## config.mk

```make
export PLATFORM = sky130hd
export DESIGN_NAME = stc_top
export DESIGN_NICKNAME = d
export VERILOG_FILES = /design/src/common/stc_pkg.sv /design/src/common/stc_bridge_if.sv /design/src/hw/stc_bridge.sv /design/src/hw/stc_top.sv
export SDC_FILE = /design/constraint.sdc
export NUM_CORES = 1
export LEC_CHECK = 0
export ABC_AREA = 0
export BUFFER_PORTS_ARGS = -buffer_cell sky130_fd_sc_hd__buf_2
export CAP_MARGIN = 10
export CORE_ASPECT_RATIO = 0.7
export CORE_MARGIN = 3
export CORE_UTILIZATION = 40
export CTS_CLUSTER_SIZE = 25
export DETAILED_ROUTE_END_ITERATION = 8
export HOLD_SLACK_MARGIN = 0.06
export PLACE_DENSITY = 0.7
export SLEW_MARGIN = 10
export SYNTH_ARGS = -nofsm -noshare
export SYNTH_HDL_FRONTEND = slang
export SYNTH_SLANG_ARGS = --single-unit
export TNS_END_PERCENT = 1
```

## constraint.sdc

```tcl
create_clock -name CORE_CLK -period 4.2 [get_ports CORE_CLK]
set_input_delay 0.84 -clock CORE_CLK [delete_from_list [all_inputs] [get_ports CORE_CLK]]
set_output_delay 0.84 -clock CORE_CLK [all_outputs]
set_load 0.02 [all_outputs]
```

## src/common/stc_pkg.sv

```systemverilog
// Function
// - Direction input decides whether the microstep index counts up or down.
// - Decay-level setting applies only to a bridge whose current falls.
// - Level above 0.6 VDD selects slow, below 0.21 VDD fast, between mixed.
// - Mixed decay: fast from trip until timing node reaches decay level.
// - After the fast part of mixed decay, slow decay for remaining off-time.
// - Translator clear held low keeps home state and turns all outputs off.
// - While translator clear is low, origin flag is low and steps ignored.
// - Origin flag is low at the home state and high anywhere else.
// - Power-up puts the translator at home, driving the origin flag low.
// - During decay, matching transistors conduct instead of body diodes.
// - Rectify-disable low rectifies, stopping at zero winding current.
// - Rectify-disable high means no synchronous rectification during decay.
// - Output gate low enables all output transistors; high disables them.
// - Step, direction and resolution are accepted whatever the output gate.
// - Doze request low disables outputs, regulator and charge pump.
// - A rising edge on doze request returns the translator home.
// - Thermal, pump-rail or low-gate-rail fault keeps outputs off.
// - Supply lockout disables drivers and resets the translator home.
// - Overcurrent longer than blanking time disables all outputs for 1.6 ms.
// - Four full steps per electrical cycle; home position at 45 degrees.
// - Resolution selects: 00 full, 01 half, 10 quarter, 11 sixteenth step.
// - Each step rise moves one increment; resolution is read at that edge.
// - New current level higher or equal to previous forces slow decay.
package stc_pkg;

	// Clock rate and the timing figures derived from it.
	localparam int unsigned CLK_MHZ    = 40;
	localparam int unsigned BLANK_NS   = 1500;
	localparam int unsigned BLANK_CYC  = (BLANK_NS * CLK_MHZ + 999) / 1000;
	localparam int unsigned LATCH_US   = 1600;
	localparam int unsigned LATCH_CYC  = LATCH_US * CLK_MHZ;
	localparam int unsigned WAKE_US    = 1000;
	localparam int unsigned LATCH_W    = 17;
	localparam int unsigned BLANK_W    = 7;

	// Translator widths and positions.
	localparam int unsigned IDX_W      = 6;
	localparam int unsigned MAG_W      = 5;
	localparam int unsigned PCT_W      = 10;
	localparam logic [5:0]  HOME_IDX   = 6'h08;
	localparam logic [5:0]  STEP_FULL  = 6'h10;
	localparam logic [5:0]  STEP_HALF  = 6'h08;
	localparam logic [5:0]  STEP_QTR   = 6'h04;
	localparam logic [5:0]  STEP_SIXT  = 6'h01;

	// Gate vector bit positions: high and low side of legs A and B.
	localparam int unsigned G_HI_A     = 3;
	localparam int unsigned G_LO_A     = 2;
	localparam int unsigned G_HI_B     = 1;
	localparam int unsigned G_LO_B     = 0;
	localparam logic [3:0]  GATE_OFF   = 4'h0;

	typedef enum logic [2:0] {
		DEC_SLOW  = 3'b001,
		DEC_FAST  = 3'b010,
		DEC_MIXED = 3'b100
	} stc_decay_t;

	typedef enum logic [3:0] {
		BR_IDLE  = 4'b0001,
		BR_DRIVE = 4'b0010,
		BR_FAST  = 4'b0100,
		BR_SLOW  = 4'b1000
	} stc_br_state_t;

	// Increment for the two resolution-select bits.
	function automatic logic [5:0] step_size(input logic [1:0] sel);
		case (sel)
			2'h0:    step_size = STEP_FULL;
			2'h1:    step_size = STEP_HALF;
			2'h2:    step_size = STEP_QTR;
			default: step_size = STEP_SIXT;
		endcase
	endfunction

	// Sine-table position of a phase: cosine for phase 1, sine for phase 2.
	function automatic logic [4:0] mag_of(input logic [5:0] idx,
	                                      input logic       ph2);
		logic [4:0] r;
		r = {1'b0, idx[3:0]};
		if (idx[4] ^ ph2)
			mag_of = r;
		else
			mag_of = 5'h10 - r;
	endfunction

	// Current sign: phase 1 negative in quadrants 1-2, phase 2 in 2-3.
	function automatic logic neg_of(input logic [5:0] idx,
	                                input logic       ph2);
		neg_of = ph2 ? idx[5] : (idx[5] ^ idx[4]);
	endfunction

	// Percent of full trip current in tenths for each table position.
	function automatic logic [9:0] pct_of(input logic [4:0] m);
		case (m)
			5'h00: pct_of = 10'h000;
			5'h01: pct_of = 10'h062;
			5'h02: pct_of = 10'h0c3;
			5'h03: pct_of = 10'h122;
			5'h04: pct_of = 10'h17f;
			5'h05: pct_of = 10'h1d7;
			5'h06: pct_of = 10'h22c;
			5'h07: pct_of = 10'h27a;
			5'h08: pct_of = 10'h2c3;
			5'h09: pct_of = 10'h305;
			5'h0a: pct_of = 10'h33f;
			5'h0b: pct_of = 10'h372;
			5'h0c: pct_of = 10'h39c;
			5'h0d: pct_of = 10'h3bd;
			5'h0e: pct_of = 10'h3d5;
			5'h0f: pct_of = 10'h3e3;
			default: pct_of = 10'h3e8;
		endcase
	endfunction

	// Decay requested by the two level comparators on the decay input.
	function automatic stc_decay_t level_decay(input logic above_hi,
	                                           input logic below_lo);
		if (above_hi)
			level_decay = DEC_SLOW;
		else if (below_lo)
			level_decay = DEC_FAST;
		else
			level_decay = DEC_MIXED;
	endfunction

endpackage

```

## src/common/stc_bridge_if.sv

```systemverilog
`timescale 1ns/1ps
`default_nettype none
// Control and feedback of one full bridge between translator and chopper.
interface stc_bridge_if;
	logic               en;
	logic               pos;
	logic               rect_dis;
	logic               trip;
	logic               below_lvl;
	logic               off_done;
	logic               zero_i;
	stc_pkg::stc_decay_t decay;
	logic [3:0]         gate;

	modport ctl (output en, pos, rect_dis, trip, below_lvl, off_done,
	             output zero_i, decay, input gate);
	modport br  (input en, pos, rect_dis, trip, below_lvl, off_done,
	             input zero_i, decay, output gate);
endinterface
`default_nettype wire

```

## src/hw/stc_bridge.sv

```systemverilog
`timescale 1ns/1ps
`default_nettype none
// Fixed off-time chopper of one full bridge with decay and rectification.
module stc_bridge (
	input  wire logic  clk,
	input  wire logic  rst_n,
	stc_bridge_if.br   b
);
	stc_pkg::stc_br_state_t state_q;
	logic                   rect;

	// Chopping sequence: drive until trip, decay until the off-time ends.
	always_ff @(posedge clk or negedge rst_n) begin
		if (!rst_n)
			state_q <= stc_pkg::BR_IDLE;
		else if (!b.en)
			state_q <= stc_pkg::BR_IDLE;
		else begin
			unique case (state_q)
				stc_pkg::BR_IDLE:
					state_q <= stc_pkg::BR_DRIVE;
				stc_pkg::BR_DRIVE:
					if (b.trip)
						state_q <= (b.decay == stc_pkg::DEC_SLOW) ?
						           stc_pkg::BR_SLOW : stc_pkg::BR_FAST;
				stc_pkg::BR_FAST:
					if (b.off_done)
						state_q <= stc_pkg::BR_DRIVE;
					else if (b.decay == stc_pkg::DEC_MIXED && b.below_lvl)
						state_q <= stc_pkg::BR_SLOW;
				stc_pkg::BR_SLOW:
					if (b.off_done)
						state_q <= stc_pkg::BR_DRIVE;
			endcase
		end
	end

	// Rectify only when allowed and while the winding still carries current.
	assign rect = !b.rect_dis && !b.zero_i;

	// Gate pattern per state; pos picks the leg that sources the current.
	always_comb begin
		b.gate = stc_pkg::GATE_OFF;
		unique case (state_q)
			stc_pkg::BR_IDLE:
				b.gate = stc_pkg::GATE_OFF;
			stc_pkg::BR_DRIVE: begin
				b.gate[stc_pkg::G_HI_A] = b.pos;
				b.gate[stc_pkg::G_LO_B] = b.pos;
				b.gate[stc_pkg::G_HI_B] = !b.pos;
				b.gate[stc_pkg::G_LO_A] = !b.pos;
			end
			stc_pkg::BR_FAST: begin
				// Reverse diagonal conducts instead of the diodes.
				b.gate[stc_pkg::G_HI_B] = rect && b.pos;
				b.gate[stc_pkg::G_LO_A] = rect && b.pos;
				b.gate[stc_pkg::G_HI_A] = rect && !b.pos;
				b.gate[stc_pkg::G_LO_B] = rect && !b.pos;
			end
			stc_pkg::BR_SLOW: begin
				// Sink stays on; the other low side shorts its diode.
				b.gate[stc_pkg::G_LO_B] = b.pos || rect;
				b.gate[stc_pkg::G_LO_A] = !b.pos || rect;
			end
		endcase
	end
endmodule
`default_nettype wire

```

## src/hw/stc_top.sv

```systemverilog
`timescale 1ns/1ps
`default_nettype none
// Translator, decay selection and protection of a two-phase stepper driver.
module stc_top #(
	parameter int unsigned LATCH_CYCLES = stc_pkg::LATCH_CYC
) (
	input  wire logic       CORE_CLK,
	input  wire logic       RSTN,
	input  wire logic       STEP,
	input  wire logic       DIR,
	input  wire logic       RESOLUTION_SEL0,
	input  wire logic       RESOLUTION_SEL1,
	input  wire logic       TRANSLATOR_CLEAR_N,
	input  wire logic       OUTPUT_GATE_N,
	input  wire logic       DOZE_REQUEST_N,
	input  wire logic       RECTIFY_DISABLE,
	input  wire logic       DECAY_LEVEL_ABOVE_HI,
	input  wire logic       DECAY_LEVEL_BELOW_LO,
	input  wire logic       THERMAL_FAULT,
	input  wire logic       GATE_PUMP_RAIL_LOW,
	input  wire logic       LOW_GATE_RAIL_LOW,
	input  wire logic       SUPPLY_LOCKOUT,
	input  wire logic       OVERCURRENT_TRIP,
	input  wire logic [1:0] CURRENT_TRIP,
	input  wire logic [1:0] NODE_BELOW_LEVEL,
	input  wire logic [1:0] OFFTIME_DONE,
	input  wire logic [1:0] ZERO_CURRENT,
	output var  logic       ORIGIN_FLAG_N,
	output var  logic [5:0] STEP_INDEX,
	output var  logic [9:0] PH1_LEVEL,
	output var  logic       PH1_NEG,
	output var  logic [9:0] PH2_LEVEL,
	output var  logic       PH2_NEG,
	output var  logic [2:0] PH1_DECAY,
	output var  logic [2:0] PH2_DECAY,
	output var  logic [3:0] PH1_GATE,
	output var  logic [3:0] PH2_GATE,
	output var  logic       OUTPUTS_ON,
	output var  logic       REGULATOR_ON,
	output var  logic       CHARGE_PUMP_ON,
	output var  logic       OVERCURRENT_LATCHED
);
	localparam logic [16:0] LATCH_LOAD = 17'(LATCH_CYCLES - 1);
	localparam logic [6:0]  BLANK_LIM  = 7'(stc_pkg::BLANK_CYC);

	logic                   rst_meta_q;
	logic                   rst_n;
	logic                   step_q;
	logic                   doze_q;
	logic                   step_rise;
	logic                   doze_rise;
	logic                   home_req;
	logic                   step_ok;
	logic [5:0]             idx_q;
	logic [5:0]             idx_d;
	logic [5:0]             delta;
	logic                   fault;
	logic [6:0]             oc_cnt_q;
	logic                   ocp_q;
	logic [16:0]            latch_cnt_q;
	logic                   en_d;
	stc_pkg::stc_decay_t    lvl_decay;
	stc_pkg::stc_decay_t    dec_q [2];
	logic [4:0]             mag_new [2];
	logic [4:0]             mag_old [2];

	stc_bridge_if bif [2] ();

	// Reset release through two flops; assertion stays asynchronous.
	always_ff @(posedge CORE_CLK or negedge RSTN) begin
		if (!RSTN) begin
			rst_meta_q <= 1'b0;
			rst_n      <= 1'b0;
		end else begin
			rst_meta_q <= 1'b1;
			rst_n      <= rst_meta_q;
		end
	end

	// Previous levels of step and doze for edge detection.
	always_ff @(posedge CORE_CLK or negedge rst_n) begin
		if (!rst_n) begin
			step_q <= 1'b0;
			doze_q <= 1'b1;
		end else begin
			step_q <= STEP;
			doze_q <= DOZE_REQUEST_N;
		end
	end

	// Doze history starts at the idle level, so no false wake edge
	// follows reset; a low input at release still wakes on its rise.
	assign step_rise = STEP && !step_q;
	assign doze_rise = DOZE_REQUEST_N && !doze_q;

	// Conditions that force home, and steps that are accepted.
	assign home_req = !TRANSLATOR_CLEAR_N ||
	                  SUPPLY_LOCKOUT ||
	                  doze_rise;
	// The output gate plays no part in accepting a step.
	assign step_ok  = step_rise && TRANSLATOR_CLEAR_N &&
	                  DOZE_REQUEST_N && !SUPPLY_LOCKOUT;

	// Resolution is sampled only on the accepted edge.
	assign delta = stc_pkg::step_size({RESOLUTION_SEL1, RESOLUTION_SEL0});

	// Next index: six bits wrap modulo 64 in both directions.
	always_comb begin
		idx_d = idx_q;
		if (home_req)
			idx_d = stc_pkg::HOME_IDX;
		else if (step_ok)
			idx_d = DIR ? 6'(idx_q + delta) : 6'(idx_q - delta);
	end

	// Translator position; reset is the power-up home state.
	always_ff @(posedge CORE_CLK or negedge rst_n) begin
		if (!rst_n)
			idx_q <= stc_pkg::HOME_IDX;
		else
			idx_q <= idx_d;
	end

	// Decay the level input asks for when a bridge's current falls.
	assign lvl_decay = stc_pkg::level_decay(DECAY_LEVEL_ABOVE_HI,
	                                        DECAY_LEVEL_BELOW_LO);

	// Per-phase decay: compare new and old table positions on each step.
	for (genvar p = 0; p < 2; p++) begin : g_phase
		assign mag_new[p] = stc_pkg::mag_of(idx_d, 1'(p));
		assign mag_old[p] = stc_pkg::mag_of(idx_q, 1'(p));

		always_ff @(posedge CORE_CLK or negedge rst_n) begin
			if (!rst_n)
				dec_q[p] <= stc_pkg::DEC_MIXED;
			else if (home_req)
				dec_q[p] <= stc_pkg::DEC_MIXED;
			else if (step_ok) begin
				if (mag_new[p] < mag_old[p])
					dec_q[p] <= lvl_decay;
				else
					dec_q[p] <= stc_pkg::DEC_SLOW;
			end
		end

		// Chopper feedback passes straight through to each bridge.
		assign bif[p].en        = en_d;
		assign bif[p].pos       = !stc_pkg::neg_of(idx_q, 1'(p));
		assign bif[p].rect_dis  = RECTIFY_DISABLE;
		assign bif[p].trip      = CURRENT_TRIP[p];
		assign bif[p].below_lvl = NODE_BELOW_LEVEL[p];
		assign bif[p].off_done  = OFFTIME_DONE[p];
		assign bif[p].zero_i    = ZERO_CURRENT[p];
		assign bif[p].decay     = dec_q[p];

		stc_bridge u_bridge (
			.clk   (CORE_CLK),
			.rst_n (rst_n),
			.b     (bif[p])
		);
	end

	// Any fault holds the outputs off for as long as it is present.
	assign fault = THERMAL_FAULT || GATE_PUMP_RAIL_LOW ||
	               LOW_GATE_RAIL_LOW;

	// Overcurrent must persist past the blanking time before it counts,
	// so switching spikes shorter than that never trip the latch.
	always_ff @(posedge CORE_CLK or negedge rst_n) begin
		if (!rst_n)
			oc_cnt_q <= 7'h00;
		else if (!OVERCURRENT_TRIP || ocp_q)
			oc_cnt_q <= 7'h00;
		else if (oc_cnt_q != BLANK_LIM)
			oc_cnt_q <= oc_cnt_q + 7'h01;
	end

	// Latch-off timer; it runs out by itself, no software clear.
	always_ff @(posedge CORE_CLK or negedge rst_n) begin
		if (!rst_n) begin
			ocp_q       <= 1'b0;
			latch_cnt_q <= 17'h00000;
		end else if (!ocp_q) begin
			if (OVERCURRENT_TRIP && oc_cnt_q == BLANK_LIM) begin
				ocp_q       <= 1'b1;
				latch_cnt_q <= LATCH_LOAD;
			end
		end else if (latch_cnt_q == 17'h00000)
			ocp_q <= 1'b0;
		else
			latch_cnt_q <= latch_cnt_q - 17'h00001;
	end

	// Everything that may keep the bridges dark.
	assign en_d = TRANSLATOR_CLEAR_N &&
	              !OUTPUT_GATE_N &&
	              DOZE_REQUEST_N &&
	              !fault && !SUPPLY_LOCKOUT && !ocp_q;

	// Gate outputs are re-masked here so a disable takes one edge only.
	always_ff @(posedge CORE_CLK or negedge rst_n) begin
		if (!rst_n) begin
			PH1_GATE   <= stc_pkg::GATE_OFF;
			PH2_GATE   <= stc_pkg::GATE_OFF;
			OUTPUTS_ON <= 1'b0;
		end else begin
			PH1_GATE   <= en_d ? bif[0].gate : stc_pkg::GATE_OFF;
			PH2_GATE   <= en_d ? bif[1].gate : stc_pkg::GATE_OFF;
			OUTPUTS_ON <= en_d;
		end
	end

	// Regulator and charge pump follow the doze request.
	always_ff @(posedge CORE_CLK or negedge rst_n) begin
		if (!rst_n) begin
			REGULATOR_ON   <= 1'b0;
			CHARGE_PUMP_ON <= 1'b0;
		end else begin
			REGULATOR_ON   <= DOZE_REQUEST_N;
			CHARGE_PUMP_ON <= DOZE_REQUEST_N;
		end
	end

	// Translator view: position, origin flag and phase currents.
	always_ff @(posedge CORE_CLK or negedge rst_n) begin
		if (!rst_n) begin
			ORIGIN_FLAG_N <= 1'b0;
			STEP_INDEX    <= stc_pkg::HOME_IDX;
			PH1_LEVEL     <= stc_pkg::pct_of(5'h08);
			PH1_NEG       <= 1'b0;
			PH2_LEVEL     <= stc_pkg::pct_of(5'h08);
			PH2_NEG       <= 1'b0;
		end else begin
			ORIGIN_FLAG_N <= idx_d != stc_pkg::HOME_IDX;
			STEP_INDEX    <= idx_d;
			PH1_LEVEL     <= stc_pkg::pct_of(stc_pkg::mag_of(idx_d, 1'b0));
			PH1_NEG       <= stc_pkg::neg_of(idx_d, 1'b0);
			PH2_LEVEL     <= stc_pkg::pct_of(stc_pkg::mag_of(idx_d, 1'b1));
			PH2_NEG       <= stc_pkg::neg_of(idx_d, 1'b1);
		end
	end

	// Decay modes as seen by the analog chopper and by the outside.
	assign PH1_DECAY = dec_q[0];
	assign PH2_DECAY = dec_q[1];
	assign OVERCURRENT_LATCHED = ocp_q;
endmodule
`default_nettype wire
```

Word level (Yosys, flattened, before mapping)
Memories as Yosys holds them, arrays and structs flattened.
Cells that the tools add are included.
{"block": "totals", "ff_bits": 82, "latchBits": 0, "ramBits": 0, "mem_bits_ro": 320, "out_inout_bits": 47, "n_memories": 2}
{"block": "classes", "n_addsub": 6, "n_mul": 0, "div": 0, "order_cmp": 2, "eq_ne": 24, "shifts": 0, "mux": 50, "bitwise_logic": 2, "n_reduce_logical": 49}
{"name": "(no name shown)", "words": 16, "width": 10, "rd": 1, "rd_clocked_by_memory_dff": 0, "write_ports": 0, "line_no": "stc_pkg.sv:96", "source": "case (m)"}
{"name": "(no name shown)", "words": 16, "width": 10, "rd": 1, "rd_clocked_by_memory_dff": 0, "write_ports": 0, "line_no": "stc_pkg.sv:96"}
{"cell": "2-to-1 mux 4 bit", "count": 14}
{"cell": "2-to-1 mux 17 bit", "count": 3}
{"cell": "one-hot mux 4 bit (4 select lines)", "count": 2}
{"cell": "2-to-1 mux 3 bit", "count": 8}
{"cell": "2-to-1 mux 10 bit", "count": 2}
{"cell": "2-to-1 mux 5 bit", "count": 4}
{"cell": "logical AND 1 bit", "count": 19}
{"cell": "2-to-1 mux 6 bit", "count": 3}
{"cell": "zero test 17 bit", "count": 1}
{"cell": "subtractor 17 x 1 -> 17 bit (second input constant)", "count": 1}
{"cell": "one-hot mux 1 bit (4 select lines)", "count": 4}
{"cell": "one-hot mux 5 bit (3 select lines)", "count": 1}
{"cell": "2-to-1 mux 7 bit", "count": 2}
{"cell": "zero test 1 bit", "count": 13}
{"cell": "!= test 3 bit (second input constant)", "count": 4}
{"cell": "less-than comparator 5 bit", "count": 2}
{"cell": "subtractor 5 x 4 -> 5 bit (first input constant)", "count": 2}
{"cell": "logical OR 1 bit", "count": 9}
{"cell": "equality test 4 x 1 -> 1 bit (second input constant)", "count": 2}
{"cell": "equality test 4 x 2 -> 1 bit (second input constant)", "count": 2}
{"cell": "equality test 4 x 3 -> 1 bit (second input constant)", "count": 2}
{"cell": "equality test 4 bit (second input constant)", "count": 2}
{"cell": "!= test 4 x 3 -> 1 bit (second input constant)", "count": 2}
{"cell": "one-hot mux 1 bit (2 select lines)", "count": 4}
{"cell": "17 further kinds", "count": 25}

Depth between registers and ports, before layout
Gate-level depths: netlist of the first run.
{"block": "logic_depth", "ltp_word": 13, "depth_mapped": 16, "ltp_nobuf": 16}

By module
From an unflattened synthesis of the first run, not the netlist that was laid out.
{"block": "unflattened", "cells_unflattened": 536, "hier_area_um2": 4917.2}
{"module": "stc_top", "n_inst": 1, "cells_per_inst": 444, "area_per_inst_um2": 4199.0, "seq_area_each_um2": 1844.3}
{"module": "stc_bridge", "n_inst": 2, "cells_per_inst": 46, "area_per_inst_um2": 359.1, "seq_area_each_um2": 101.3}

Worst setup path after synthesis of the first run
No wires, ideal clock.
{"block": "synth_timing", "path_kind": "input port to flip-flop", "start": "input port RESOLUTION_SEL1", "end": "register dec_q, in the netlist PH1_DECAY[0]", "arrival_ps": 3923, "required_ps": 4080, "setup_slack_ps": 156, "cell_stages": 16, "cell_sequence": "and2_1 > ha_1 > inv_1 > fa_1 > xnor2_1 > mux2_4 > nand2_4 > inv_2 > or3_4 > a21oi_4 > nor2_8 > buf_4 > ha_1 > a2111oi_0 > o21ai_0 > o211a_1"}
{"block": "synth_via", "elab_chain_cells": 12, "elab_cells_between_ends": 15}
{"item": "from (decl)", "line_no": "stc_top.sv:12", "source": "input wire logic RESOLUTION_SEL1,"}
{"item": "equality test 2 bit (tied with other cells)", "line_no": "stc_pkg.sv:69", "source": "case (sel)"}
{"item": "one-hot mux 5 bit (3 select lines) *", "line_no": "stc_pkg.sv:69"}
{"item": "subtractor 6 bit or adder 6 bit (tied branches)", "line_no": "stc_top.sv:113", "source": "idx_d = DIR ? 6'(idx_q + delta) : 6'(idx_q - delta);"}
{"item": "2-to-1 mux 6 bit *", "line_no": "stc_top.sv:113"}
{"item": "2-to-1 mux 6 bit *", "line_no": "stc_top.sv:112", "source": "else if (step_ok)"}
{"item": "2-to-1 mux 6 bit *", "line_no": "stc_top.sv:110", "source": "if (home_req)"}
{"item": "net idx_d[2]", "line_no": "stc_top.sv:55", "source": "logic [5:0] idx_d;"}
{"item": "subtractor 5 x 4 -> 5 bit", "line_no": "stc_pkg.sv:85", "source": "mag_of = 5'h10 - r;"}
{"item": "2-to-1 mux 5 bit *", "line_no": "stc_pkg.sv:82", "source": "if (idx[4] ^ ph2)"}
{"item": "less-than comparator 5 bit *", "line_no": "stc_top.sv:139", "source": "if (mag_new[p] < mag_old[p])"}
{"item": "2-to-1 mux 3 bit *", "line_no": "stc_top.sv:139"}
{"item": "2-to-1 mux 3 bit *", "line_no": "stc_top.sv:138", "source": "else if (step_ok) begin"}
{"item": "2-to-1 mux 3 bit *", "line_no": "stc_top.sv:136", "source": "else if (home_req)"}
{"item": "to (signal, indexed assignment)", "line_no": "stc_top.sv:135", "source": "dec_q[p] <= stc_pkg::DEC_MIXED;"}
{"item": "to (signal, indexed assignment)", "line_no": "stc_top.sv:137", "source": "dec_q[p] <= stc_pkg::DEC_MIXED;"}
{"item": "to (signal, indexed assignment)", "line_no": "stc_top.sv:140", "source": "dec_q[p] <= lvl_decay;"}
{"item": "to (decl)", "line_no": "stc_top.sv:63", "source": "stc_pkg::stc_decay_t dec_q [2];"}
The timed path passes the listed nets; every way through them passes the cells marked *. The select of a mux whose other input is x is not followed.
A chain may end at the register's enable or synchronous reset.

Worst setup path after layout of the first run
Ends and elaborated chain as after synthesis.

==> summary.txt, run 1 <==
Final layout
  • Layout cell share with drive strength beyond 1: 0.242
  • Fill cell count: 1015
  • Fin cells: 743
  • Most common cell after layout, fill and taps aside: buf_2
  • Fin nets: 630
  • Final core occ: 0.501
  • Most frequent cells in the layout: 71 x buf_2, 64 x dfrtp_1, 58 x nor2_1
  • Layout area overhead: 19.4%
  • # diodes: 0

Power
  • Max VDD drop: 0.000169 V
  • Leak Pwr: 2.61 nW
  • Pwr/cell area: around 320 nW/um2

STA
  • Unrepaired setup endpoints after global routing: false
  • Max Clock Freq: 0.259 GHz
  • Fin. Hold Viols: 0
  • Worst slew pin tran: 0.988 ns
  • Rel. slew slack: 0.341
  • Skew final: 0.00863 ns
  • Period utilization: 0.919
  • Final hold slack: 0.278 ns
  • Setup Viol. Count Final: 0
  • Final TNS setup: 0 ns
  • Crit path time final: between 3 and 4 ns
  • Max Slew Vio Count: 0

Global route
  • Gr usage total: 0.178
  • Grt total ovfl: 0
  • Met2 GRT Util: 0.272
  • Initial antenna violation count: 0
  • Largest net degree at the start of global routing: 80
  • Met1 usage in global routing: 0.251
  • Number of global-route vias before repair: 3933
  • First-pass GRT wire length: 19100 um
  • Met3 Usage GRT: 0.0421
  • GRT Max-Usage Layer: met2

Clock tree
  • # Post-CTS Setup Buffers: 0
  • Root Driver: clkbuf_16
  • Number of buffers created by CTS: 9
  • H-tree Lvls: 3
  • Worst-path clk slew: 0.06 ns
  • CTS Buffer Depth: 2
  • Sinks on the clock net: 81
  • CTS tree: built
  • Clock latency on the worst-skew pair: 0.34 ns
  • Cts repair resizes: 0
  • Hold-fix buffers, CTS: 0

Detailed routing
  • Vias per cell: 5.38
  • DR WL/cell: 15.1 um
  • DRC: 0
  • Final WL: 11200 um
  • Initial DRT Pass Iterations: 5
  • Final ANT Viol Nets: 0
  • Via count: 3994
  • DR iter-0 viols: 394

Logic synthesis
  • Most used DFF post-synth: dfrtp_1
  • Fraction of the mapped netlist area in adder cells: 0.0589
  • Xor-xnor portion of the synthesized cell area: 0.0536
  • Compound-cell area share of the yosys netlist: 0.145
  • Seq/Total Area, Yosys: 0.434
  • Fraction of synthesized area in multiplexers: 0.0233
  • Number of synthesized flops with an enable pin: 0
  • Post-Synth Simple-Gate Area: 0.244
  • Mapped Nets: 553
  • Post-Syn Area: about 4700 um2
  • Synth Area per Inst: 9.29 um2
  • Dominant cells by area after synthesis: dfrtp_1 34%, dfstp_2 8.9%, ha_1 5.0%
  • FFs w/ async S/R, synth: 1.00
  • Synth top area share: 0.345
  • YS warnings: 0
  • Cells after Synth: 508
  • Post-synth top area cell: dfrtp_1
  • Synth Register Bits: 81
  • Largest family of logic cells by synthesized area: simple AND/OR/NAND/NOR gates
  • Count of cell types in the netlist: 85

Critical path
  • Startpoint Class: primary input
  • Req. time, crit path: roughly 4.4 ns
  • R2R Setup Slk: between 0.5 and 0.6 ns
  • Crit. End Element: flip-flop
  • Arrival time at the worst endpoint: just over 4 ns
  • Reg2reg path depth: 14
  • Critical path class: primary input to flip-flop
  • Maximum fanout along the worst path: 8
  • Reg2reg start: STEP_INDEX[0]
  • Setup crit start: RESOLUTION_SEL1

Flow run
  • Max Cap Viol: 0

Die
  • Initial core utilization: 0.419
  • Die Span X: about 140 um
  • I/O pins: a little over 70
  • Die H: a little under 100 um
  • Core area: around 11000 um2
  • DIE AREA: 13200 um2
  • Row Count: 32

Run status
  • Status: completed

Min path
  • Hold crit path type: primary input to asynchronous set/reset pin

Placement
  • Routability cong.: 0.937
  • Detail Placement HPWL: approximately 8300 um
  • Buffers on Ports: 71
  • Post-placement cell count: 727
==> registers in the layout, indices dropped and copies added, names as in the netlist, 3 cells and up <==
register                  cells
oc_cnt_q                      7
PH2_GATE                      4
g_phase.u_bridge.state_q      8
PH1_LEVEL                    10
PH1_GATE                      4
STEP_INDEX                    5
PH2_LEVEL                    10
PH1_DECAY                     3
PH2_DECAY                     3
latch_cnt_q                  17
==> cells by family after synthesis <==
family	after synthesis
buffers and inverters	46
XOR/XNOR	28
adder cells (fa/ha/maj)	22
AO/OA/AOI/OAI	104
AND/OR/NAND/NOR	216
other	1
multiplexers	10
flip-flops	81
==> worst max-delay path, cell delays in order <==
cell and delay, ns:
buf_2 0.11, and2_1 0.15, ha_1 0.18, inv_1 0.05, fa_1 0.39, xnor2_1 0.15
mux2_4 0.29, nand2_4 0.08, inv_2 0.06, or3_4 0.42, a21oi_4 0.26, nor2_8 0.08
ha_1 0.21, a2111oi_1 0.46, o21ai_0 0.19, o211a_1 0.16
==> cell usage after synthesis, types with 4 or more instances <==
library cell / instances
dfrtp_1: 65
nor2_1: 58
nand2_1: 48
a21oi_1: 33
nor3_1: 22
inv_1: 20
o21ai_0: 20
ha_1: 19
xnor2_1: 18
dfstp_2: 16
clkbuf_1: 14
nand3_1: 14
xor2_1: 9
nor4_1: 8
mux2i_1: 7
nand2b_1: 7
nand4_1: 7
a211oi_1: 6
nor2b_1: 6
or3_1: 6
and3_1: 5
o21ai_1: 5
buf_4: 4
or4_1: 4
==> final timing paths <==
path	to
worst min register to register	rst_n
min in group CORE_CLK	rst_n
max in group asynchronous	STEP_INDEX[1]
worst min-delay path	rst_n
worst max register to register	PH1_DECAY[0]
worst max-delay path	PH1_DECAY[0]
==> power by group <==
group,leakage (nW),switching [W],total (W),internal [W]
registers,1.04,0.0000202,0.000815,0.000795
clock network,0.166,0.000329,0.000875,0.000546
logic,1.41,0.0000609,0.000103,0.0000422
total,2.61,0.000410,0.00179,0.00138
==> through the flow <==
step	setup WS [ns]	area (um2)	total power (W)
after detailed placement	-0.112	5290	0.000933
after CTS	0.250	5630	0.00181
after global placement	0.0267	5290	0.000930
after floorplan	0.156	4720	0.000889
final	0.338	5630	0.00179
after global routing	0.0424	5630	0.00186
==> layout make-up <==
type,instances,area (um2),area share
clock inverter,6,97.6,0.0173
multi-input combinational,381,2480,0.440
timing repair buffer,88,483,0.0858
tap,153,191,0.0340
inverter,24,90.1,0.0160
sequential,81,2050,0.364
clock buffer,10,239,0.0424
==> layer usage <==
layer	vias up	routed length, um
met4	0	194
met2	122	5080
met3	16	640
met5	-	0
li1	1960	-
met1	1896	5300
(Power assumes the default switching activity.)
==> run 2: changes to the inputs <==
--- a/config.mk
+++ b/config.mk
@@ -11,6 +11,7 @@
 export CORE_ASPECT_RATIO = 0.7
 export CORE_MARGIN = 3
 export CORE_UTILIZATION = 40
+export CTS_BUF_LIST = sky130_fd_sc_hd__clkbuf_4 sky130_fd_sc_hd__clkbuf_8
 export CTS_CLUSTER_SIZE = 25
 export DETAILED_ROUTE_END_ITERATION = 8
 export HOLD_SLACK_MARGIN = 0.06
==> run 2 against run 1 <==
- routed wire length is essentially flat
- worst hold slack worse by 0.040 ns
- die area unchanged
- first-iteration DRC count down 5.6%
- register-to-register slack better by 0.02 ns
- count of clock-buffer cells in the layout did not move
- global-route usage hardly changed
- critical endpoint unchanged
==> summary.txt, run 2 (same netlist as run 1, synthesis figures left out) <==
Run status
  • Status: completed

Final layout
  • Layout area overhead: 17.2%
  • # diodes: 0 (unchanged)
  • Fin nets: 630 (unchanged)
  • Max reg flops: 17 (unchanged)
  • Regs by FF count: latch_cnt_q x17, PH1_LEVEL x10, PH2_LEVEL x10
  • Largest Register: latch_cnt_q
  • Fin cells: 743 (unchanged)
  • Fill cell count: 1031 (+1.6%)
  • Layout cell share with drive strength beyond 1: 0.242 (unchanged)
  • Most common cell after layout, fill and taps aside: buf_2
  • Most frequent cells in the layout: 71 x buf_2, 64 x dfrtp_1, 58 x nor2_1

Critical path
  • Critical path class: primary input to flip-flop
  • Critical path's largest stage delay: 0.46 ns (about the same)
  • Reg2reg path depth: 14 (unchanged)
  • Startpoint Class: primary input
  • Crit path capture: PH1_DECAY[0]
  • Crit-path leading delay family: compound AO/OA/AOI/OAI gates
  • Critical path's slowest cell: a2111oi_1
  • R2R Setup Slk: 0.59 ns (+0.02 ns)
  • Maximum fanout along the worst path: 8 (unchanged)
  • RR Endpoint: PH1_DECAY[0]
  • CP Cell Sequence: buf_2 > and2_1 > ha_1 > inv_1 > fa_1 > xnor2_1 > mux2_4 > nand2_4 > inv_2 > or3_4 > a21oi_4 > nor2_8 > ha_1 > a2111oi_1 > o21ai_0 > o211a_1
  • Worst path bufs/invs: 3 (unchanged)
  • Setup crit start: RESOLUTION_SEL1
  • Reg2reg start: STEP_INDEX[0]
  • Most common cell on crit path: ha_1
  • Arrival time at the worst endpoint: 4.09 ns (about the same)
  • Req. time, crit path: 4.47 ns (+0.04 ns)
  • Number of cells on the critical path: 16 (unchanged)
  • Crit. End Element: flip-flop

Die
  • Core area: 11300 um2 (unchanged)
  • Die Span X: 136 um (unchanged)
  • Initial core utilization: 0.419 (unchanged)
  • DIE AREA: 13200 um2 (unchanged)
  • I/O pins: 72 (unchanged)
  • Die H: 96.9 um (unchanged)
  • Row Count: 32 (unchanged)

Clock tree
  • Cts repair resizes: 0 (unchanged)
  • Clock latency on the worst-skew pair: 0.38 ns (+0.04 ns)
  • CTS Buffer Depth: 2 (unchanged)
  • Number of buffers created by CTS: 9 (unchanged)
  • H-tree Lvls: 3 (unchanged)
  • # Post-CTS Setup Buffers: 0 (unchanged)
  • CTS tree: built
  • Sinks on the clock net: 81 (unchanged)
  • Hold-fix buffers, CTS: 0 (unchanged)
  • Root Driver: clkbuf_8
  • Worst-path clk slew: 0.08 ns (+0.02 ns)

Min path
  • Hold crit path type: primary input to asynchronous set/reset pin

Placement
  • Routability cong.: 0.937 (unchanged)
  • Detail Placement HPWL: 8300 um (unchanged)
  • Post-placement cell count: 727 (unchanged)
  • Buffers on Ports: 71 (unchanged)

Global route
  • Gr usage total: 0.179 (+0.000350)
  • Number of global-route vias before repair: 3891 (-1.1%)
  • Grt total ovfl: 0 (unchanged)
  • Largest net degree at the start of global routing: 80 (unchanged)
  • Initial antenna violation count: 0 (unchanged)
  • First-pass GRT wire length: 19100 um (-0.43%)

STA
  • Skew final: 0.0107 ns (+0.00211 ns)
  • Period utilization: 0.910 (-0.00943)
  • Unrepaired setup endpoints after global routing: false
  • Crit path time final: 3.82 ns (-0.0396 ns)
  • Fin. Hold Viols: 0 (unchanged)
  • Setup Viol. Count Final: 0 (unchanged)
  • Rel. slew slack: 0.345 (+0.00404)
  • Worst slew pin tran: 0.982 ns (-0.00606 ns)
  • Max Slew Vio Count: 0 (unchanged)
  • Max Clock Freq: 0.262 GHz (+1.0%)

Flow run
  • Max Cap Viol: 0 (unchanged)

Detailed routing
  • Initial DRT Pass Iterations: 7 (+2)
  • Final ANT Viol Nets: 0 (unchanged)
  • DR iter-0 viols: 372 (-5.6%)
  • Final WL: 11200 um (about the same)
  • Via count: 3994 (unchanged)
  • DRC: 0 (unchanged)
  • DR WL/cell: 15.1 um (about the same)
  • Vias per cell: 5.38 (unchanged)

Power
  • Total power: 0.00159 W (-11%)
  • Max VDD drop: 0.000131 V (-22%)
  • Leak Pwr: 2.57 nW (-1.8%)
  • Pwr/cell area: 287 nW/um2 (-9.8%)
==> run 2: area by class of cell <==
cell class	instances	area, um2	share of cell area
multi-input cells	381	2480	0.448
flip-flops and latches	81	2050	0.371
repair buffers	88	483	0.0873
well taps	153	191	0.0346
clock buffers	10	138	0.0249
clock inverters	6	97.6	0.0176
inverters	24	90.1	0.0163
==> run 2: worst min-delay path by stage <==
| stage | end | slack (ns) | cells after the start |
|---|---|---|---|
| 2_1_floorplan | rst_n | 0.33 | 0 |
| 3_3_place_gp | rst_n | 0.34 | 0 |
| 3_5_place_dp | rst_n | 0.34 | 0 |
| 4_1_cts | rst_n | 0.23 | 1 |
| 5_1_grt | rst_n | 0.23 | 1 |
| 6_report | rst_n | 0.24 | 1 |
==> run 2: metrics by stage <==
| stage | TNS (ns) | instance area [um2] | hold slack (ns) | setup WS [ns] | util |
|---|---|---|---|---|---|
| after floorplan | 0 | 4720 | 0.331 | 0.156 | - |
| after global placement | 0 | 5290 | 0.336 | 0.0267 | 0.471 |
| after detailed placement | -0.223 | 5290 | 0.336 | -0.112 | 0.471 |
| after CTS | 0 | 5530 | 0.226 | 0.289 | 0.491 |
| after global routing | 0 | 5530 | 0.228 | 0.0852 | 0.492 |
| final | 0 | 5530 | 0.238 | 0.378 | 0.492 |
==> run 2: routing by layer <==
metal / up-vias / global-route usage / part of all wire
met1: 1894 / 0.252 / 0.47
met3: 14 / 0.0483 / 0.063
li1: 1953 / - / -
met4: 0 / 0.0488 / 0.015
met2: 133 / 0.271 / 0.45
met5: - / 0 / 0
==> run 2: power by group <==
| group | internal [W] | switching, W | total (W) |
|---|---|---|---|
| sequential | 0.000794 | 0.0000200 | 0.000814 |
| clock | 0.000360 | 0.000311 | 0.000671 |
| combinational | 0.0000422 | 0.0000609 | 0.000103 |
| total | 0.00120 | 0.000392 | 0.00159 |
==> run 2: worst register-to-register path: stages (launching register included) <==
cell	delay, ns
dfrtp_1	0.48
ha_1	0.22
inv_1	0.06
fa_1	0.39
xnor2_1	0.15
mux2_4	0.29
nand2_4	0.09
inv_2	0.06
or3_4	0.42
a21oi_4	0.27
nor2_8	0.08
ha_1	0.21
a2111oi_1	0.46
o21ai_0	0.19
o211a_1	0.16
==> run 3: changes to the inputs <==
--- a/config.mk
+++ b/config.mk
@@ -15,7 +15,6 @@
 export CTS_CLUSTER_SIZE = 25
 export DETAILED_ROUTE_END_ITERATION = 8
 export HOLD_SLACK_MARGIN = 0.06
-export PLACE_DENSITY = 0.7
 export SLEW_MARGIN = 10
 export SYNTH_ARGS = -nofsm -noshare
 export SYNTH_HDL_FRONTEND = slang
==> constraint.sdc (replaced) <==
create_clock -name CORE_CLK -period 4.2 [get_ports CORE_CLK]
set_input_delay 0.84 -clock CORE_CLK [delete_from_list [all_inputs] [get_ports CORE_CLK]]
set_output_delay 0.84 -clock CORE_CLK [all_outputs]
set_load 0.05 [all_outputs]
==> run 3 against run 2 <==
- worst hold slack improved by 0.023 ns
- largest cell class unchanged
- sequential power about the same
- total power fell by 8.4%
- setup slack got worse by 0.025 ns
- critical path depth unchanged
- routed wire length shrank 1.3%
- highest routed layer unchanged
- cell count up 0.13%
- final area is 0.90% lower
- clock skew is 0.00083 ns lower
- first-iteration DRC count is 49% lower
- global-route usage is 0.38 points lower
==> summary.txt, run 3 (same netlist as run 1, synthesis figures left out) <==
Critical path
  • Number of cells on the critical path: 16 (unchanged)
  • CP Cell Sequence: buf_2 > and2_1 > ha_1 > inv_1 > fa_1 > xnor2_1 > mux2_4 > nand2_4 > inv_2 > or3_4 > a21oi_4 > nor2_8 > ha_1 > a2111oi_0 > o21ai_0 > o211a_1
  • RR Endpoint: PH1_DECAY[0]
  • Reg2reg path depth: 14 (unchanged)
  • Crit-path leading delay family: compound AO/OA/AOI/OAI gates
  • Critical path's slowest cell: a2111oi_0
  • Critical path class: primary input to flip-flop
  • Setup crit start: RESOLUTION_SEL1
  • Crit path capture: PH1_DECAY[0]
  • Critical path's largest stage delay: 0.49 ns (+0.03 ns)
  • Maximum fanout along the worst path: 6 (-2)
  • Reg2reg start: STEP_INDEX[0]
  • Req. time, crit path: 4.45 ns (-0.02 ns)
  • Arrival time at the worst endpoint: 4.09 ns (about the same)
  • Most common cell on crit path: ha_1
  • Crit. End Element: flip-flop
  • Worst path bufs/invs: 3 (unchanged)
  • Startpoint Class: primary input
  • R2R Setup Slk: 0.55 ns (-0.04 ns)

Final layout
  • # diodes: 0 (unchanged)
  • Layout area overhead: 16.2%
  • Most common cell after layout, fill and taps aside: buf_2
  • Fill cell count: 1080 (+4.8%)
  • Post-route cell area: 5480 um2 (-0.90%)
  • Most frequent cells in the layout: 71 x buf_2, 64 x dfrtp_1, 58 x nor2_1
  • Regs by FF count: latch_cnt_q x17, PH1_LEVEL x10, PH2_LEVEL x10
  • Fin cells: 744 (+0.13%)
  • Layout cell share with drive strength beyond 1: 0.244 (+0.00128)
  • Fin nets: 631 (+0.16%)
  • Max reg flops: 17 (unchanged)
  • Largest Register: latch_cnt_q

Clock tree
  • # Post-CTS Setup Buffers: 0 (unchanged)
  • Worst-path clk slew: 0.08 ns (about the same)
  • CTS tree: built
  • Number of buffers created by CTS: 9 (unchanged)
  • Root Driver: clkbuf_8
  • Cts repair resizes: 0 (unchanged)
  • H-tree Lvls: 3 (unchanged)
  • Hold-fix buffers, CTS: 0 (unchanged)
  • CTS Buffer Depth: 2 (unchanged)
  • Sinks on the clock net: 81 (unchanged)
  • Clock latency on the worst-skew pair: 0.35 ns (-0.03 ns)

STA
  • Skew final: 0.00991 ns (-0.000830 ns)
  • Setup ws final: 0.353 ns (-0.0249 ns)
  • Crit path time final: 3.85 ns (+0.0249 ns)
  • Period utilization: 0.916 (+0.00592)
  • Setup Viol. Count Final: 0 (unchanged)
  • Worst slew pin tran: 0.977 ns (-0.00539 ns)
  • Final hold slack: 0.261 ns (+0.0228 ns)
  • Max Clock Freq: 0.260 GHz (-0.65%)
  • Max Slew Vio Count: 0 (unchanged)
  • Fin. Hold Viols: 0 (unchanged)
  • Rel. slew slack: 0.349 (+0.00359)
  • Unrepaired setup endpoints after global routing: false

Flow run
  • Max Cap Viol: 0 (unchanged)

Power
  • Max VDD drop: 0.000135 V (+2.8%)
  • Leak Pwr: 2.54 nW (-0.93%)
  • Pwr/cell area: 265 nW/um2 (-7.6%)

Detailed routing
  • Via count: 3943 (-1.3%)
  • Initial DRT Pass Iterations: 4 (-3)
  • DR iter-0 viols: 188 (-49%)
  • DRC: 0 (unchanged)
  • Final WL: 11100 um (-1.3%)
  • Vias per cell: 5.30 (-1.4%)
  • DR WL/cell: 14.9 um (-1.5%)
  • Final ANT Viol Nets: 0 (unchanged)

Die
  • DIE AREA: 13200 um2 (unchanged)
  • Core area: 11300 um2 (unchanged)
  • I/O pins: 72 (unchanged)
  • Row Count: 32 (unchanged)
  • Initial core utilization: 0.419 (unchanged)
  • Die Span X: 136 um (unchanged)
  • Die H: 96.9 um (unchanged)

Global route
  • Largest net degree at the start of global routing: 80 (unchanged)
  • Gr usage total: 0.175 (-0.00383)
  • First-pass GRT wire length: 18700 um (-1.6%)
  • Grt total ovfl: 0 (unchanged)
  • Initial antenna violation count: 0 (unchanged)
  • Number of global-route vias before repair: 3733 (-4.1%)

Placement
  • Worst slack, placed: -0.0421 ns (+0.0703 ns)
  • Routability cong.: 0.856 (-8.6%)
  • Buffers on Ports: 71 (unchanged)
  • DP Area: 5300 um2 (+0.14%)
  • Post-placement cell count: 728 (+0.14%)
  • Detail Placement HPWL: 8210 um (-1.1%)

Run status
  • Status: completed

Min path
  • Hold crit path type: primary input to asynchronous set/reset pin
-- run 3: layout make-up --
type / instances / area [um2] / area share
sequential: 81 / 2050 / 0.374
timing repair buffer: 89 / 490 / 0.0895
multi-input combinational: 381 / 2480 / 0.452
clock inverter: 7 / 55.1 / 0.0100
clock buffer: 9 / 124 / 0.0226
inverter: 24 / 90.1 / 0.0164
tap: 153 / 191 / 0.0349
-- run 3: power breakdown --
| part | switching, W | internal, W | leakage [nW] |
|---|---|---|---|
| Combinational | 0.0000790 | 0.0000421 | 1.41 |
| Sequential | 0.0000199 | 0.000794 | 1.04 |
| Clock | 0.000299 | 0.000221 | 0.0915 |
| Total | 0.000398 | 0.00106 | 2.54 |
-- run 3: worst min-delay path by stage --
stage                from    endpoint  slack, ns  cells after the start
3_5_place_dp   rst_meta_q       rst_n       0.35                      0
4_1_cts              RSTN       rst_n       0.24                      1
6_report             RSTN  rst_meta_q       0.26                      1
5_1_grt              RSTN  rst_meta_q       0.24                      1
2_1_floorplan  rst_meta_q       rst_n       0.33                      0
3_3_place_gp   rst_meta_q       rst_n       0.34                      0
-- run 3: metrics by stage --
step / TNS [ns] / power, W / utilization
after floorplan: 0 / 0.000907 / -
after CTS: 0 / 0.00148 / 0.487
final: 0 / 0.00145 / 0.487
after global routing: 0 / 0.00153 / 0.487
after global placement: 0 / 0.000949 / 0.471
after detailed placement: -0.0615 / 0.000951 / 0.471
-- run 3: metal layers --
metal / global-route usage / vias up / part of all wire / routed length (um)
li1: - / 1960 / - / -
met1: 0.266 / 1879 / 0.50 / 5570
met2: 0.254 / 95 / 0.44 / 4880
met3: 0.0405 / 9 / 0.048 / 533
met4: 0.0364 / 0 / 0.0080 / 89
met5: 0 / - / 0 / 0
